$ cat src/pll_time_pkg.sv
`default_nettype none
package pll_time_pkg;

  // ==========================================================
  // clock and baud timing
  localparam int CLK_HZ         = 10_000_000;          // system clock rate
  localparam int BAUD_SLOW      = 4800;                // time-of-day slow rate
  localparam int BAUD_FAST      = 9600;                // time-of-day fast rate
  localparam int BAUD_SLOW_CYC  = CLK_HZ / BAUD_SLOW;  // cycles per slow bit
  localparam int BAUD_FAST_CYC  = CLK_HZ / BAUD_FAST;  // cycles per fast bit
  localparam int FRAME_BITS     = 10;                  // start, 8 data, stop
  localparam int IDLE_LEARN_CYC = FRAME_BITS * BAUD_SLOW_CYC; // polarity learn time
  localparam int REF_LOSS_CYC   = 2 * CLK_HZ;          // reference absent after 2 s
  localparam int BOOT_CYC       = 16;                  // startup configuration window

  // ==========================================================
  // multiplier configuration register layout
  localparam int          RANGE_BIT    = 7;            // range select, must be 1
  localparam int          DIVIDEND_MSB = 6;            // dividend field top
  localparam int          DIVIDEND_LSB = 2;            // dividend field bottom
  localparam int          DIVISOR_MSB  = 1;            // divisor field top
  localparam int          DIVISOR_LSB  = 0;            // divisor field bottom
  localparam logic [7:0]  CFG_RESET    = 8'hBE;        // 15/2 for a 20 MHz oscillator
  localparam logic [5:0]  DIVIDEND_ZERO = 6'h20;       // code 0 means 32
  localparam logic [2:0]  DIVISOR_ZERO  = 3'h5;        // code 0 means 5
  localparam int          CORE_MHZ_NOM  = 150;         // target core clock
  localparam int          OSC_MHZ_NOM   = 20;          // assumed oscillator
  localparam int          CONSOLE_BAUD  = 115_200;     // nominal console rate

  // ==========================================================
  // second-pulse output defaults
  localparam logic [23:0] PPS_PERIOD_RESET = 24'h989680; // one second of cycles
  localparam logic [23:0] PPS_WIDTH_RESET  = 24'h002710; // 1 ms high

  // frequency output selections
  typedef enum logic [1:0] {FREQ_5M, FREQ_10M, FREQ_20M, FREQ_25M} freq_sel_t;

  // software settings of the second-pulse output
  typedef struct packed {
    logic [23:0] period;   // repetition period in cycles
    logic [23:0] width;    // active width in cycles
    logic [23:0] phase;    // offset from the second boundary
    logic        active_low; // polarity
  } pps_cfg_t;

  // decoded multiplier ratio
  typedef struct packed {
    logic [5:0] dividend;  // 1..32
    logic [2:0] divisor;   // 1,2,3,5
  } pll_ratio_t;

endpackage
`default_nettype wire

$ cat src/pll_config_and_time_io.sv
`timescale 1ns/1ns
`default_nettype none
// Summary of operation
// - config byte: range bit, dividend, divisor
// - dividend code zero means thirty-two
// - divisor code zero means five
// - core clock is oscillator times ratio
// - reset setting suits a 20 MHz oscillator
// - startup configuration applied before normal operation
// - console rate scales with the core clock; time-of-day rates are fixed
// - shared pin can show loop locked
// - time-of-day input 8N1, polarity auto-detected
// - missing references are tolerated
// - second pulse width, period, phase, polarity settable
// - time-of-day output at 4800 or 9600
// - frequency output selects 5/10/20/25 MHz
// - duplicate frequency output equals primary
// - syntonized only with steerable source
module pll_config_and_time_io #(
  parameter int IDLE_LEARN_CYC = pll_time_pkg::IDLE_LEARN_CYC,
  parameter int REF_LOSS_CYC   = pll_time_pkg::REF_LOSS_CYC
) (
  // clock, reset, enable
  input  wire logic                     clk_in,
  input  wire logic                     rstn_in,
  input  wire logic                     ce_in,
  // multiplier configuration
  input  wire logic                     startup_cfg_valid_in,
  input  wire logic [7:0]               startup_cfg_in,
  input  wire logic                     cfg_wr_in,
  input  wire logic [7:0]               cfg_wdata_in,
  input  wire logic [5:0]               ext_osc_mhz_in,
  output logic [7:0]                    pll_multiplier_config_out,
  output pll_time_pkg::pll_ratio_t      ratio_out,
  output logic [9:0]                    core_mhz_out,
  output logic [19:0]                   console_baud_out,
  output logic                          range_select_error_out,
  output logic                          boot_done_out,
  // shared pin
  input  wire logic                     pin_lock_mode_in,
  input  wire logic                     pin_gpio_in,
  input  wire logic                     ptp_locked_in,
  output logic                          loop_acquired_flag_out,
  // reference inputs
  input  wire logic                     second_pulse_in,
  input  wire logic                     time_of_day_in,
  input  wire logic                     tod_rx_fast_in,
  output logic                          pps_edge_out,
  output logic                          pps_present_out,
  output logic                          tod_present_out,
  output logic                          tod_inverted_out,
  output logic [7:0]                    tod_rx_byte_out,
  output logic                          tod_rx_valid_out,
  output logic                          tod_rx_frame_err_out,
  // precision time outputs
  input  wire pll_time_pkg::pps_cfg_t   pps_cfg_in,
  input  wire logic                     pps_align_in,
  output logic                          second_pulse_out,
  input  wire logic                     tod_tx_fast_in,
  input  wire logic                     tod_tx_valid_in,
  input  wire logic [7:0]               tod_tx_byte_in,
  output logic                          tod_tx_ready_out,
  output logic                          time_of_day_out,
  // frequency output
  input  wire pll_time_pkg::freq_sel_t  freq_sel_in,
  input  wire logic                     osc_internal_in,
  input  wire logic                     osc_tune_steered_in,
  output pll_time_pkg::freq_sel_t       synced_frequency_out,
  output pll_time_pkg::freq_sel_t       duplicate_frequency_out,
  output logic                          freq_syntonized_out
);
  typedef enum logic {PH_BOOT, PH_RUN} phase_t;
  typedef enum logic [1:0] {RX_IDLE, RX_START, RX_DATA, RX_STOP} rx_state_t;

  // ==========================================================
  // ratio decode, shared by readback and core rate
  function automatic pll_time_pkg::pll_ratio_t decode(input logic [7:0] c);
    pll_time_pkg::pll_ratio_t r;
    logic [4:0] n;
    logic [1:0] m;
    n = c[pll_time_pkg::DIVIDEND_MSB:pll_time_pkg::DIVIDEND_LSB];
    m = c[pll_time_pkg::DIVISOR_MSB:pll_time_pkg::DIVISOR_LSB];
    r.dividend = (n == 5'h00) ? pll_time_pkg::DIVIDEND_ZERO : {1'b0, n};
    r.divisor  = (m == 2'h0) ? pll_time_pkg::DIVISOR_ZERO : {1'b0, m};
    return r;
  endfunction

  // ==========================================================
  // configuration register and phase
  phase_t     ph_q, ph_d;       // boot window or running
  logic [4:0] boot_q, boot_d;   // boot window counter
  logic [7:0] cfg_q, cfg_d;     // multiplier configuration
  logic [9:0] core_q, core_d;   // core clock in MHz
  logic [19:0] baud_q, baud_d;  // effective console rate
  logic [15:0] prod;            // oscillator times dividend

  always_comb begin
    ph_d   = ph_q;
    boot_d = boot_q;
    cfg_d  = cfg_q;
    unique case (ph_q)
      PH_BOOT: begin
        // startup value taken only inside the boot window
        if (startup_cfg_valid_in) cfg_d = startup_cfg_in;
        boot_d = boot_q + 5'h01;
        if (boot_q == 5'(pll_time_pkg::BOOT_CYC - 1)) ph_d = PH_RUN;
      end
      PH_RUN: begin
        // runtime writes store all eight bits
        if (cfg_wr_in) cfg_d = cfg_wdata_in;
      end
    endcase
    // core rate = oscillator * dividend / divisor
    // both factors widened first so the product cannot wrap
    prod   = 16'(ext_osc_mhz_in) * 16'(ratio_out.dividend);
    core_d = 10'(prod / 16'(ratio_out.divisor));
    // console rate follows the core clock
    baud_d = 20'((32'(core_q) * pll_time_pkg::CONSOLE_BAUD) / pll_time_pkg::CORE_MHZ_NOM);
  end

  always_ff @(posedge clk_in or negedge rstn_in) begin
    if (!rstn_in) begin
      ph_q   <= PH_BOOT;
      boot_q <= 5'h00;
      cfg_q  <= pll_time_pkg::CFG_RESET;
      core_q <= 10'(pll_time_pkg::CORE_MHZ_NOM);
      baud_q <= 20'(pll_time_pkg::CONSOLE_BAUD);
    end else if (ce_in) begin
      ph_q   <= ph_d;
      boot_q <= boot_d;
      cfg_q  <= cfg_d;
      core_q <= core_d;
      baud_q <= baud_d;
    end
  end

  assign pll_multiplier_config_out = cfg_q;
  assign ratio_out                 = decode(cfg_q);
  assign core_mhz_out              = core_q;
  assign console_baud_out          = baud_q;
  assign range_select_error_out    = ~cfg_q[pll_time_pkg::RANGE_BIT];
  assign boot_done_out             = (ph_q == PH_RUN);

  // ==========================================================
  // input synchronisers and reference presence
  logic [2:0]  pps_s_q, tod_s_q;          // three-stage synchronisers
  logic        pps_lvl_q, pps_lvl_d;      // filtered second pulse
  logic        tod_lvl_q, tod_lvl_d;      // filtered time-of-day line
  logic        pps_edge;                  // boundary rising edge
  logic [24:0] pps_age_q, pps_age_d;      // cycles since last edge
  logic [24:0] tod_age_q, tod_age_d;      // cycles since last activity
  logic [15:0] idle_q, idle_d;            // same-level run length
  logic        inv_q, inv_d;              // line idles low

  always_comb begin
    // a change counts once stages two and three agree
    pps_lvl_d = (pps_s_q[1] == pps_s_q[2]) ? pps_s_q[2] : pps_lvl_q;
    tod_lvl_d = (tod_s_q[1] == tod_s_q[2]) ? tod_s_q[2] : tod_lvl_q;
    pps_edge  = pps_lvl_d & ~pps_lvl_q;
    // ages saturate so a dead input just reads absent
    pps_age_d = pps_edge ? 25'h0000000
              : (pps_age_q == 25'(REF_LOSS_CYC)) ? pps_age_q : pps_age_q + 25'h0000001;
    tod_age_d = (tod_lvl_d != tod_lvl_q) ? 25'h0000000
              : (tod_age_q == 25'(REF_LOSS_CYC)) ? tod_age_q : tod_age_q + 25'h0000001;
    // long steady level is the idle level
    idle_d = (tod_lvl_d != tod_lvl_q) ? 16'h0000
           : (idle_q == 16'(IDLE_LEARN_CYC)) ? idle_q : idle_q + 16'h0001;
    inv_d  = (idle_q == 16'(IDLE_LEARN_CYC - 1)) ? ~tod_lvl_q : inv_q;
  end

  always_ff @(posedge clk_in or negedge rstn_in) begin
    if (!rstn_in) begin
      pps_s_q   <= 3'h0;
      tod_s_q   <= 3'h7;  // serial line idles high, no false start
      pps_lvl_q <= 1'b0;
      tod_lvl_q <= 1'b1;
      pps_age_q <= 25'h0000000;
      tod_age_q <= 25'h0000000;
      idle_q    <= 16'h0000;
      inv_q     <= 1'b0;
    end else if (ce_in) begin
      pps_s_q   <= {pps_s_q[1:0], second_pulse_in};
      tod_s_q   <= {tod_s_q[1:0], time_of_day_in};
      pps_lvl_q <= pps_lvl_d;
      tod_lvl_q <= tod_lvl_d;
      pps_age_q <= pps_age_d;
      tod_age_q <= tod_age_d;
      idle_q    <= idle_d;
      inv_q     <= inv_d;
    end
  end

  assign pps_present_out  = (pps_age_q != 25'(REF_LOSS_CYC));
  assign tod_present_out  = (tod_age_q != 25'(REF_LOSS_CYC));
  assign tod_inverted_out = inv_q;

  // ==========================================================
  // time-of-day receiver, 8N1 on the normalised line
  rx_state_t   rx_q, rx_d;        // receiver state
  logic [11:0] rcnt_q, rcnt_d;    // cycles to next sample
  logic [2:0]  rbit_q, rbit_d;    // data bit index
  logic [7:0]  rsh_q, rsh_d;      // data shift register
  logic [7:0]  rbyte_q, rbyte_d;  // last good byte
  logic        rval_q, rval_d;    // byte valid pulse
  logic        rerr_q, rerr_d;    // framing error pulse
  logic        rx_line;           // line with idle forced high
  logic [11:0] bit_cyc;           // bit length at chosen rate

  always_comb begin
    rx_line = tod_lvl_q ^ inv_q;
    bit_cyc = tod_rx_fast_in ? 12'(pll_time_pkg::BAUD_FAST_CYC - 1)
                             : 12'(pll_time_pkg::BAUD_SLOW_CYC - 1);
    rx_d    = rx_q;
    rcnt_d  = (rcnt_q == 12'h000) ? 12'h000 : rcnt_q - 12'h001;
    rbit_d  = rbit_q;
    rsh_d   = rsh_q;
    rbyte_d = rbyte_q;
    rval_d  = 1'b0;
    rerr_d  = 1'b0;
    unique case (rx_q)
      RX_IDLE: begin
        // start bit: sample again at its middle
        if (!rx_line) begin
          rx_d   = RX_START;
          rcnt_d = {1'b0, bit_cyc[11:1]};
        end
      end
      RX_START: begin
        if (rcnt_q == 12'h000) begin
          rx_d   = rx_line ? RX_IDLE : RX_DATA;
          rcnt_d = bit_cyc;
          rbit_d = 3'h0;
        end
      end
      RX_DATA: begin
        if (rcnt_q == 12'h000) begin
          rsh_d  = {rx_line, rsh_q[7:1]};
          rbit_d = rbit_q + 3'h1;
          rcnt_d = bit_cyc;
          if (rbit_q == 3'h7) rx_d = RX_STOP;
        end
      end
      RX_STOP: begin
        if (rcnt_q == 12'h000) begin
          rx_d = RX_IDLE;
          if (rx_line) begin
            rbyte_d = rsh_q;
            rval_d  = 1'b1;
          end else begin
            rerr_d = 1'b1;
          end
        end
      end
    endcase
  end

  always_ff @(posedge clk_in or negedge rstn_in) begin
    if (!rstn_in) begin
      rx_q    <= RX_IDLE;
      rcnt_q  <= 12'h000;
      rbit_q  <= 3'h0;
      rsh_q   <= 8'h00;
      rbyte_q <= 8'h00;
      rval_q  <= 1'b0;
      rerr_q  <= 1'b0;
    end else if (ce_in) begin
      rx_q    <= rx_d;
      rcnt_q  <= rcnt_d;
      rbit_q  <= rbit_d;
      rsh_q   <= rsh_d;
      rbyte_q <= rbyte_d;
      rval_q  <= rval_d;
      rerr_q  <= rerr_d;
    end
  end

  assign tod_rx_byte_out      = rbyte_q;
  assign tod_rx_valid_out     = rval_q & ce_in;
  assign tod_rx_frame_err_out = rerr_q & ce_in;

  // ==========================================================
  // second-pulse generator, lock pin, frequency select
  logic [23:0] sec_q, sec_d;     // position within the period
  logic        ppo_q, ppo_d;     // registered pulse output
  logic        edge_q, edge_d;   // registered boundary pulse
  logic        lock_q, lock_d;   // registered shared pin
  logic        synt_q, synt_d;   // syntonized indication
  pll_time_pkg::freq_sel_t fsel_q, fsel_d; // selected frequency
  logic [23:0] rel;              // position past the phase offset

  always_comb begin
    // free runs, realigned by the reference when asked
    sec_d  = (pps_edge && pps_align_in) ? 24'h000000
           : (sec_q >= pps_cfg_in.period - 24'h000001) ? 24'h000000 : sec_q + 24'h000001;
    rel    = sec_q - pps_cfg_in.phase;
    ppo_d  = (rel < pps_cfg_in.width) ^ pps_cfg_in.active_low;
    edge_d = pps_edge;
    lock_d = pin_lock_mode_in ? ptp_locked_in : pin_gpio_in;
    fsel_d = freq_sel_in;
    synt_d = osc_internal_in | osc_tune_steered_in;
  end

  always_ff @(posedge clk_in or negedge rstn_in) begin
    if (!rstn_in) begin
      sec_q  <= 24'h000000;
      ppo_q  <= 1'b0;
      edge_q <= 1'b0;
      lock_q <= 1'b0;
      synt_q <= 1'b0;
      fsel_q <= pll_time_pkg::FREQ_10M;
    end else if (ce_in) begin
      sec_q  <= sec_d;
      ppo_q  <= ppo_d;
      edge_q <= edge_d;
      lock_q <= lock_d;
      synt_q <= synt_d;
      fsel_q <= fsel_d;
    end
  end

  assign second_pulse_out        = ppo_q;
  assign pps_edge_out            = edge_q & ce_in;
  assign loop_acquired_flag_out  = lock_q;
  assign synced_frequency_out    = fsel_q;
  assign duplicate_frequency_out = fsel_q;
  assign freq_syntonized_out     = synt_q;

  // time-of-day transmitter
  tod_serial_tx u_tx (
    .clk_in    (clk_in),
    .rstn_in   (rstn_in),
    .ce_in     (ce_in),
    .fast_in   (tod_tx_fast_in),
    .valid_in  (tod_tx_valid_in),
    .data_in   (tod_tx_byte_in),
    .ready_out (tod_tx_ready_out),
    .line_out  (time_of_day_out)
  );
endmodule
`default_nettype wire

$ cat src/tod_serial_tx.sv
`timescale 1ns/1ns
`default_nettype none
// ==========================================================
// 8N1 serial transmitter for the time-of-day output
module tod_serial_tx (
  // clock and reset
  input  wire logic       clk_in,
  input  wire logic       rstn_in,
  input  wire logic       ce_in,
  // byte side
  input  wire logic       fast_in,
  input  wire logic       valid_in,
  input  wire logic [7:0] data_in,
  output logic            ready_out,
  // line side
  output logic            line_out
);
  typedef enum logic [1:0] {TX_IDLE, TX_SHIFT} tx_state_t;

  tx_state_t   st_q, st_d;     // transmitter state
  logic [11:0] cnt_q, cnt_d;   // cycles left in bit
  logic [3:0]  bit_q, bit_d;   // bits left in frame
  logic [9:0]  sh_q, sh_d;     // frame shift register
  logic        line_q, line_d; // registered line

  // ==========================================================
  // next state
  always_comb begin
    st_d   = st_q;
    cnt_d  = cnt_q;
    bit_d  = bit_q;
    sh_d   = sh_q;
    line_d = line_q;
    unique case (st_q)
      TX_IDLE: begin
        line_d = 1'b1;
        // load stop, data lsb first, start
        if (valid_in) begin
          sh_d  = {1'b1, data_in, 1'b0};
          bit_d = 4'(pll_time_pkg::FRAME_BITS);
          cnt_d = 12'h000;
          st_d  = TX_SHIFT;
        end
      end
      TX_SHIFT: begin
        if (cnt_q == 12'h000) begin
          // bit boundary: emit next bit or finish
          if (bit_q == 4'h0) begin
            st_d   = TX_IDLE;
            line_d = 1'b1;
          end else begin
            line_d = sh_q[0];
            sh_d   = {1'b1, sh_q[9:1]};
            bit_d  = bit_q - 4'h1;
            cnt_d  = fast_in ? 12'(pll_time_pkg::BAUD_FAST_CYC - 1)
                             : 12'(pll_time_pkg::BAUD_SLOW_CYC - 1);
          end
        end else begin
          cnt_d = cnt_q - 12'h001;
        end
      end
    endcase
  end

  // registers, frozen while the enable is low
  always_ff @(posedge clk_in or negedge rstn_in) begin
    if (!rstn_in) begin
      st_q   <= TX_IDLE;
      cnt_q  <= 12'h000;
      bit_q  <= 4'h0;
      sh_q   <= 10'h3FF;
      line_q <= 1'b1;
    end else if (ce_in) begin
      st_q   <= st_d;
      cnt_q  <= cnt_d;
      bit_q  <= bit_d;
      sh_q   <= sh_d;
      line_q <= line_d;
    end
  end

  assign ready_out = (st_q == TX_IDLE);
  assign line_out  = line_q;
endmodule
`default_nettype wire
$ cat config.mk
export PLATFORM = sky130hd
export DESIGN_NAME = pll_config_and_time_io
export DESIGN_NICKNAME = d
export VERILOG_FILES = /design/src/pll_time_pkg.sv /design/src/pll_config_and_time_io.sv /design/src/tod_serial_tx.sv
export SDC_FILE = /design/constraint.sdc
export NUM_CORES = 1
export LEC_CHECK = 0
export ABC_AREA = 1
export BUFFER_PORTS_ARGS = -buffer_cell sky130_fd_sc_hd__buf_2
export CAP_MARGIN = 20
export CELL_PAD_IN_SITES_DETAIL_PLACEMENT = 0
export CELL_PAD_IN_SITES_GLOBAL_PLACEMENT = 2
export CORE_MARGIN = 2
export CORE_UTILIZATION = 36
export DETAILED_ROUTE_END_ITERATION = 12
export HOLD_SLACK_MARGIN = 0.12
export PLACE_DENSITY = 0.94
export SETUP_SLACK_MARGIN = 0.02
export SYNTH_ARGS = -nofsm -noshare
export SYNTH_HDL_FRONTEND = slang
export SYNTH_SLANG_ARGS = --single-unit
$ cat constraint.sdc
create_clock -name clk_in -period 25.4 [get_ports clk_in]
set_input_delay 3.81 -clock clk_in [delete_from_list [all_inputs] [get_ports clk_in]]
set_output_delay 3.81 -clock clk_in [all_outputs]
set_load 0.02 [all_outputs]
==> flow_metrics.env, run 1 <==
export IMPL_status="finished, final reports clean"
export IMPL_die_h_um=273
export IMPL_wl_per_cell_um=13.1
export IMPL_nNetsFinal=4339
export IMPL_grt_pass1_wl_um=110000
export IMPL_slew_limit_headroom_pct=33.0
export IMPL_hold_buffers=0
export IMPL_min_period_ns=23.45
export IMPL_detail_route_antenna_nets=0
export IMPL_avgSynthCellArea_um2=6.92
export IMPL_port_buffers=192
export IMPL_area_delta_synth_final_pct=12.7
export IMPL_dieArea_um2=74600
export IMPL_finalHoldViolCount=0
export IMPL_endpoint_kind="register"
export IMPL_ys_seq_elements=211
export IMPL_clock_latency_ns=0.56
export IMPL_hp_class="reg -> reg"
export IMPL_ys_warnings_count=0
export IMPL_netlist_area_um2=26100
export IMPL_yosysSeqAreaShare_pct=20.4
export IMPL_skew_ns=0.0155
export IMPL_synthTopCellsByArea="dfrtp_1, nand2_1, ha_1, inv_1, nor2_1"
export IMPL_numCtsBuffers=28
export IMPL_gp_routability_congestion=0.843
export IMPL_clockBufferDepth=3
export IMPL_report_final_slew_viol_count=0
export IMPL_via_per_inst=4.77
export IMPL_crit_slowest_cell="fa_1"
export IMPL_h_tree_depth=1
export IMPL_wirelength_um=65000
export IMPL_grt_pass1_vias=22500
export IMPL_grt_max_degree=95
export IMPL_root_buffer="clkbuf_16"
export IMPL_coreArea_um2=71600
export IMPL_hpwlAfterDp_um=51900
export IMPL_worstPathArrival_ns=23.90
export IMPL_setup_violations=0
export IMPL_crit_fanout=8
export IMPL_post_synth_top_count_cell="nand2_1"
export IMPL_final_area_um2=29400
export IMPL_dr_pass1_iters=5
export IMPL_yosys_top_cells_count="nand2_1, inv_1, nor2_1, nand3_1, ha_1"
export IMPL_syn_inst=3767
export IMPL_yosysTopAreaCell="dfrtp_1"
export IMPL_worst_pin_slew_ns=1.00
export IMPL_drc=0
export IMPL_initial_utilization_pct=36.4
export IMPL_fin_crit_sh_pct=92.3
export IMPL_synth_cell_type_count=81
export IMPL_synth_main_ff_cell="dfrtp_1"
export IMPL_drv_cap=0
export IMPL_async_reset_ff_share_pct=100
export IMPL_drive_gt1_share_pct=20.2
export IMPL_synth_edf_count=0
export IMPL_synth_top_area_share_pct=17.5
export IMPL_nFillCells=7675
export IMPL_critical_path_max_stage_delay_ns=0.56
export IMPL_crit_top_cell="nand2_1"
export IMPL_rows=98
export IMPL_tns_ns=0
export IMPL_antenna_found_initial=2
export IMPL_cts_tree="yes"
export IMPL_dpl_cell_area_um2=28000
export IMPL_num_vias=23600
export IMPL_max_freq_mhz=42.7
export IMPL_io_pins=193
export IMPL_worstSetupStartpointType="input pin"
export IMPL_grt_overflow=0
export IMPL_die_x_um=273
export IMPL_required_ns=25.85
export IMPL_clk_pin_slew_ns=0.06
export IMPL_drt_iter0_drc=1063
export IMPL_grtUsageTotal_pct=17.3
export IMPL_worstSetupPathType="in -> reg"
export IMPL_clock_sinks=211
-- layout by cell type (no fill, tap or decap), drive strengths merged, types with 27 or more instances in the layout --
master  count
nor3       74
o21ai     204
fa         30
nor2      393
nand2    1048
a21oi     160
dfrtp     182
inv       614
xor2      122
buf       232
xnor2      37
clkbuf     37
nand4      92
clkinv     27
nand3     302
ha        214
dfstp      29
-- logic make-up after synthesis --
logic type,count (synthesis),share of synthesized area (%)
AND/OR/NAND/NOR,1975,39.6
buffers and inverters,694,11.1
AO/OA/AOI/OAI,479,10.8
adder cells (fa/ha/maj),244,12.6
flip-flops,211,20.4
XOR/XNOR,159,5.34
multiplexers,4,0.178
other,1,0.0144
-- state kept, by name, summed over array words and instances (netlist names), 9 cells and up, named ones only --
name              count
console_baud_out     20
pps_age_q            25
tod_age_q            25
sec_q                24
u_tx.cnt_q           12
u_tx.sh_q             9
rcnt_q               12
core_mhz_out         10
idle_q               16
-- through the flow --
| stage | util [%] | worst slack, ns | hold slack (ns) | cells |
|---|---|---|---|---|
| 2_1_floorplan | - | 1.76 | 0.438 | 3770 |
| 6_report | 41.1 | 1.95 | 0.469 | 4947 |
| 4_1_cts | 40.5 | 0.605 | 0.472 | 4921 |
| 3_3_place_gp | 39.1 | 0.602 | 0.456 | 4869 |
| 5_1_grt | 41.1 | -0.242 | 0.475 | 4947 |
| 3_5_place_dp | 39.1 | 0.0718 | 0.458 | 4869 |
-- cell type report --
cell class / instances / area [um2] / area share, %
sequential: 211 / 5320 / 18.1
tap: 950 / 1190 / 4.04
timing repair buffer: 232 / 1270 / 4.33
clock buffer: 37 / 806 / 2.74
clock inverter: 15 / 249 / 0.847
antenna: 1 / 2.50 / 0.00851
multi-input combinational: 2866 / 18100 / 61.4
inverter: 635 / 2500 / 8.52
-- final timing paths --
check                                  end                    startpoint  slack, ns  cells past startpoint
max                        core_mhz_out[0]             ext_osc_mhz_in[3]       1.95                    156
min                              boot_q[3]                     boot_q[3]       0.47                      1
max reg2reg                core_mhz_out[0]  pll_multiplier_config_out[1]       4.12                    162
min reg2reg                      boot_q[3]                     boot_q[3]       0.47                      1
max in group asynchronous    boot_done_out                       rstn_in      20.68                      2
min in group asynchronous        sec_q[20]                       rstn_in       3.28                      1
-- critical path: cells and delay by family --
family | cells | cell delay, ns
xor gates and xnor gates | 1 | 0.24
AOI/OAI and AO/OA | 29 | 3.37
adders and majority gates | 16 | 5.32
buffers and inverters | 33 | 2.65
and+or+nand+nor | 77 | 8.47
-- what timing repair did --
| item | 4_1_cts | 5_1_grt |
|---|---|---|
| buffers inserted | 0 | 24 |
| resized for setup | 0 | 58 |
| endpoints found under the setup margin | 0 | 2 |
-- metal layers --
metal | track usage (%) | wire length (um) | up-vias
li1 | - | - | 12600
met1 | 23.3 | 31400 | 10700
met2 | 30.8 | 31300 | 204
met3 | 1.36 | 1530 | 44
met4 | 2.60 | 741 | 0
met5 | 0 | 0 | -
Power of run 1 is left out: the tool's default activity adds up to more than one toggle a clock period on the data nets, which glitch-free logic cannot reach.
==> inputs of run 2 (changes only) <==
- RECOVER_POWER: not set -> 100
==> flow_metrics.env, run 2 (same netlist as run 1, synthesis figures left out) <==
export IMPL_crit_fanout=8
export IMPL_drc=0
export IMPL_initial_utilization_pct=36.4
export IMPL_antenna_found_initial=2
export IMPL_clk_pin_slew_ns=0.06
export IMPL_layout_commonest_cell="nand2_1"
export IMPL_via_per_inst=4.78
export IMPL_worstSetupPathType="in -> reg"
export IMPL_skew_ns=0.0156
export IMPL_max_freq_mhz=42.6
export IMPL_die_h_um=273
export IMPL_gp_routability_congestion=0.843
export IMPL_grt_overflow=0
export IMPL_drive_gt1_share_pct=18.2
export IMPL_wirelength_um=65000
export IMPL_endpoint_kind="register"
export IMPL_status="finished with violations"
export IMPL_min_period_ns=23.47
export IMPL_h_tree_depth=1
export IMPL_worst_pin_slew_ns=5.31
export IMPL_root_buffer="clkbuf_16"
export IMPL_critical_path_max_stage_delay_ns=0.57
export IMPL_mostFrequentLayoutCells="nand2_1, inv_1, nor2_1"
export IMPL_drt_iter0_drc=1022
export IMPL_hpwlAfterDp_um=51900
export IMPL_grt_pass1_vias=22500
export IMPL_numCtsBuffers=28
export IMPL_clock_sinks=211
export IMPL_finalHoldViolCount=0
export IMPL_slew_limit_headroom_pct=-254
export IMPL_violations="capacitance limit, slew limit"
export IMPL_whs_ns=0.469
export IMPL_drv_cap=4
export IMPL_hp_class="reg -> reg"
export IMPL_dr_pass1_iters=5
export IMPL_fin_crit_sh_pct=92.4
export IMPL_grt_max_degree=95
export IMPL_dieArea_um2=74600
export IMPL_hold_buffers=0
export IMPL_clock_latency_ns=0.56
export IMPL_coreArea_um2=71600
export IMPL_report_final_slew_viol_count=277
export IMPL_io_pins=193
export IMPL_die_x_um=273
export IMPL_crit_top_cell="nand2_1"
export IMPL_rows=98
export IMPL_nNetsFinal=4339
export IMPL_area_delta_synth_final_pct=12.2
export IMPL_biggestRegsByFlops="pps_age_q x25, tod_age_q x25, sec_q x24"
export IMPL_clockBufferDepth=3
export IMPL_grtUsageTotal_pct=17.3
export IMPL_port_buffers=192
export IMPL_required_ns=25.85
export IMPL_cts_tree="yes"
export IMPL_setup_violations=0
export IMPL_wl_per_cell_um=13.1
export IMPL_num_vias=23600
export IMPL_crit_slowest_cell="fa_1"
export IMPL_ff2ff_setup_slack_ns=3.64
export IMPL_worstPathArrival_ns=23.91
export IMPL_worstSetupStartpointType="input pin"
export IMPL_detail_route_antenna_nets=0
export IMPL_grt_pass1_wl_um=110000
run 2: final cells by class:
cell class                      instances  area (um2)
Sequential cell                       211        5320
Fill cell                            7708       42300
Tap cell                              950        1190
Clock inverter                         15         249
Clock buffer                           37         806
Timing Repair Buffer                  232        1160
Antenna cell                            1        2.50
Multi-Input combinational cell       2866       18000
Inverter                              635        2500
run 2: timing repair:
action | CTS | global route
buffers inserted | 0 | 24
endpoints found under the setup margin | 0 | 2
resized for setup | 0 | 58
run 2: through the flow:
stage          area (um2)  instances  TNS [ns]  setup WS, ns  util (%)
4_1_cts             29000       4921         0         0.605      40.5
3_3_place_gp        28000       4869         0         0.602      39.1
5_1_grt             29300       4947    -0.255        -0.255      40.9
3_5_place_dp        28000       4869         0        0.0718      39.1
2_1_floorplan       26100       3770         0          1.76         -
6_report            29300       4947         0          1.93      40.9
run 2: path summary, 6_finish.rpt:
path	from	endpoint	depth (start not counted)
max reg2reg	pll_multiplier_config_out[1]	core_mhz_out[0]	160
min	boot_q[3]	boot_q[3]	1
max in group asynchronous	rstn_in	pll_multiplier_config_out[6]	2
min reg2reg	boot_q[3]	boot_q[3]	1
min in group asynchronous	rstn_in	sec_q[20]	1
max	ext_osc_mhz_in[3]	core_mhz_out[0]	156
run 2: per-layer routing:
| layer | wire (um) | vias to the layer above | GRT usage (%) |
|---|---|---|---|
| met5 | 0 | - | 0 |
| met4 | 743 | 0 | 2.60 |
| met3 | 1590 | 44 | 1.36 |
| met2 | 31300 | 225 | 30.8 |
| met1 | 31400 | 10700 | 23.3 |
| li1 | - | 12600 | - |
run 2: worst max-delay path, delay by kind of cell:
family | cells | cell delay [ns]
compound gates | 29 | 3.36
fa+ha+maj | 16 | 5.33
xor+xnor | 1 | 0.23
buf+inv | 33 | 2.65
simple gates | 77 | 8.48
Power of run 2 is left out for the same reason.
==> inputs of run 3 (changes only) <==
- ABC_AREA: 1 -> not set
- CORE_UTILIZATION: 36 -> 38
==> flow_metrics.env, run 3 <==
export IMPL_io_pins=193
export IMPL_min_delay_start="edge_q"
export IMPL_wl_per_cell_um=16.1
export IMPL_synthXorXnorAreaFrac_pct=9.50
export IMPL_yosys_area_share_adder_pct=12.5
export IMPL_grtUsageTotal_pct=19.8
export IMPL_cts_tree="yes"
export IMPL_final_cells=4539
export IMPL_biggestRegsByFlops="pps_age_q x25, tod_age_q x25, sec_q x24"
export IMPL_die_x_um=269
export IMPL_status="finished with violations"
export IMPL_regToRegStartpoint="core_mhz_out[4]"
export IMPL_hold_buffers=0
export IMPL_crit_fanout=12
export IMPL_yosysTopAreaCell="dfrtp_1"
export IMPL_grt_pass1_wl_um=121000
export IMPL_async_reset_ff_share_pct=100
export IMPL_path_buf_inv=10
export IMPL_dr_pass1_iters=5
export IMPL_yosys_top_cells_count="nor2_1, nand2_1, ha_1, o21ai_0, a21oi_1"
export IMPL_grt_max_degree=87
export IMPL_synth_compound_area_share_pct=24.3
export IMPL_synthMuxAreaShare_pct=4.54
export IMPL_yosys_area_share_simple_pct=24.5
export IMPL_rows=97
export IMPL_ys_seq_elements=211
export IMPL_dp_cells=4475
export IMPL_netlist_area_um2=26600
export IMPL_avgSynthCellArea_um2=7.87
export IMPL_mostFrequentLayoutCells="nor2_1, nand2_1, ha_1"
export IMPL_dieArea_um2=72200
export IMPL_violations="capacitance limit, slew limit"
export IMPL_worstPathArrival_ns=24.12
export IMPL_synth_top_family_by_area="simple AND/OR/NAND/NOR gates"
export IMPL_antenna_found_initial=11
export IMPL_drt_iter0_drc=1869
export IMPL_post_synth_top_count_cell="nor2_1"
export IMPL_endpoint_kind="register"
export IMPL_layout_commonest_cell="nor2_1"
export IMPL_dpl_cell_area_um2=28900
export IMPL_setup_violations=0
export IMPL_worstSetupStartpointType="input pin"
export IMPL_required_ns=25.82
export IMPL_num_vias=25200
export IMPL_synth_main_ff_cell="dfrtp_1"
export IMPL_drv_cap=5
export IMPL_worst_pin_slew_ns=5.28
export IMPL_synth_cell_type_count=144
export IMPL_h_tree_depth=1
export IMPL_syn_inst=3385
export IMPL_area_delta_synth_final_pct=12.5
export IMPL_slew_limit_headroom_pct=-252
export IMPL_gp_routability_congestion=0.888
export IMPL_final_area_um2=30000
export IMPL_synth_edf_count=0
export IMPL_hp_class="reg -> reg"
export IMPL_synth_top_area_share_pct=17.1
export IMPL_crit_family="simple AND/OR/NAND/NOR gates"
export IMPL_clock_latency_ns=0.59
export IMPL_clk_pin_slew_ns=0.06
export IMPL_max_freq_mhz=42.2
export IMPL_fin_crit_sh_pct=93.3
export IMPL_min_period_ns=23.70
export IMPL_via_per_inst=5.56
export IMPL_finalHoldViolCount=0
export IMPL_initial_utilization_pct=38.2
export IMPL_clockBufferDepth=3
export IMPL_detail_route_antenna_nets=0
export IMPL_port_buffers=192
export IMPL_critical_path_max_stage_delay_ns=0.54
export IMPL_numCtsBuffers=26
export IMPL_coreArea_um2=69700
export IMPL_root_buffer="clkbuf_16"
export IMPL_report_final_slew_viol_count=330
export IMPL_nNetsFinal=3939
export IMPL_crit_slowest_cell="fa_1"
export IMPL_wirelength_um=73100
export IMPL_startpoint="ext_osc_mhz_in[3]"
export IMPL_grt_pass1_vias=23800
export IMPL_crit_top_cell="ha_1"
export IMPL_die_h_um=269
export IMPL_drive_gt1_share_pct=14.0
export IMPL_grt_overflow=0
export IMPL_hpwlAfterDp_um=56300
export IMPL_worstSetupPathType="in -> reg"
export IMPL_synthTopCellsByArea="dfrtp_1, ha_1, xnor2_1, nor2_1, nand2_1"
export IMPL_clock_sinks=211
export IMPL_yosysSeqAreaShare_pct=20.0
export IMPL_drc=0
export IMPL_nFillCells=7224
export IMPL_skew_ns=0.0329
export IMPL_ys_warnings_count=0
==> run 3: cells by family (layout without fill, tap and decap cells) <==
group / after synthesis / in the layout
AOI/OAI and AO/OA: 915 / 915
adders and majority gates: 249 / 249
xor gates and xnor gates: 280 / 280
other: 1 / 9
and+or+nand+nor: 1307 / 1307
DFF: 211 / 211
muxes: 109 / 109
buffers and inverters: 313 / 519
==> run 3: worst paths after layout <==
| path | to | slack [ns] | depth (start not counted) |
|---|---|---|---|
| max in group asynchronous | u_tx.cnt_q[4] | 12.75 | 3 |
| hold reg to reg | edge_q | 0.47 | 1 |
| hold / removal | edge_q | 0.47 | 1 |
| min in group asynchronous | console_baud_out[0] | 5.14 | 1 |
| setup reg to reg | console_baud_out[0] | 1.76 | 72 |
| setup / recovery | core_mhz_out[0] | 1.70 | 115 |
==> run 3: per-stage QoR <==
stage	TNS, ns	hold slack (ns)	worst slack [ns]	util, %
5_1_grt	-0.160	0.495	-0.160	43.0
3_5_place_dp	-0.319	0.461	-0.319	41.5
6_report	0	0.470	1.70	43.0
3_3_place_gp	0	0.451	0.129	41.5
2_1_floorplan	0	0.435	0.0684	-
4_1_cts	0	0.474	0.242	42.8
==> run 3: final cells by class <==
cell class / count / area [um2] / area share [%]
antenna: 5 / 12.5 / 0.0417
tap: 940 / 1180 / 3.92
clock buffer: 36 / 758 / 2.53
clock inverter: 12 / 195 / 0.651
inverter: 184 / 691 / 2.30
multi-input combinational: 2864 / 20200 / 67.5
sequential: 211 / 5320 / 17.7
timing repair buffer: 287 / 1580 / 5.28
==> run 3: routing by layer <==
metal / GRT usage (%) / vias up / part of all wire, % / routed length [um]
met5: 0 / - / 0.085 / 62
met4: 3.60 / 10 / 1.4 / 1040
met3: 2.22 / 64 / 4.6 / 3380
met2: 31.6 / 492 / 44 / 32500
met1: 28.9 / 11900 / 49 / 36200
li1: - / 12800 / - / -
==> run 3: repair_timing <==
action / in CTS / in global routing
setup buffers: 0 / 10
endpoints found under the setup margin: 0 / 4
gates resized for setup: 0 / 49
Power of run 3 is left out for the same reason.
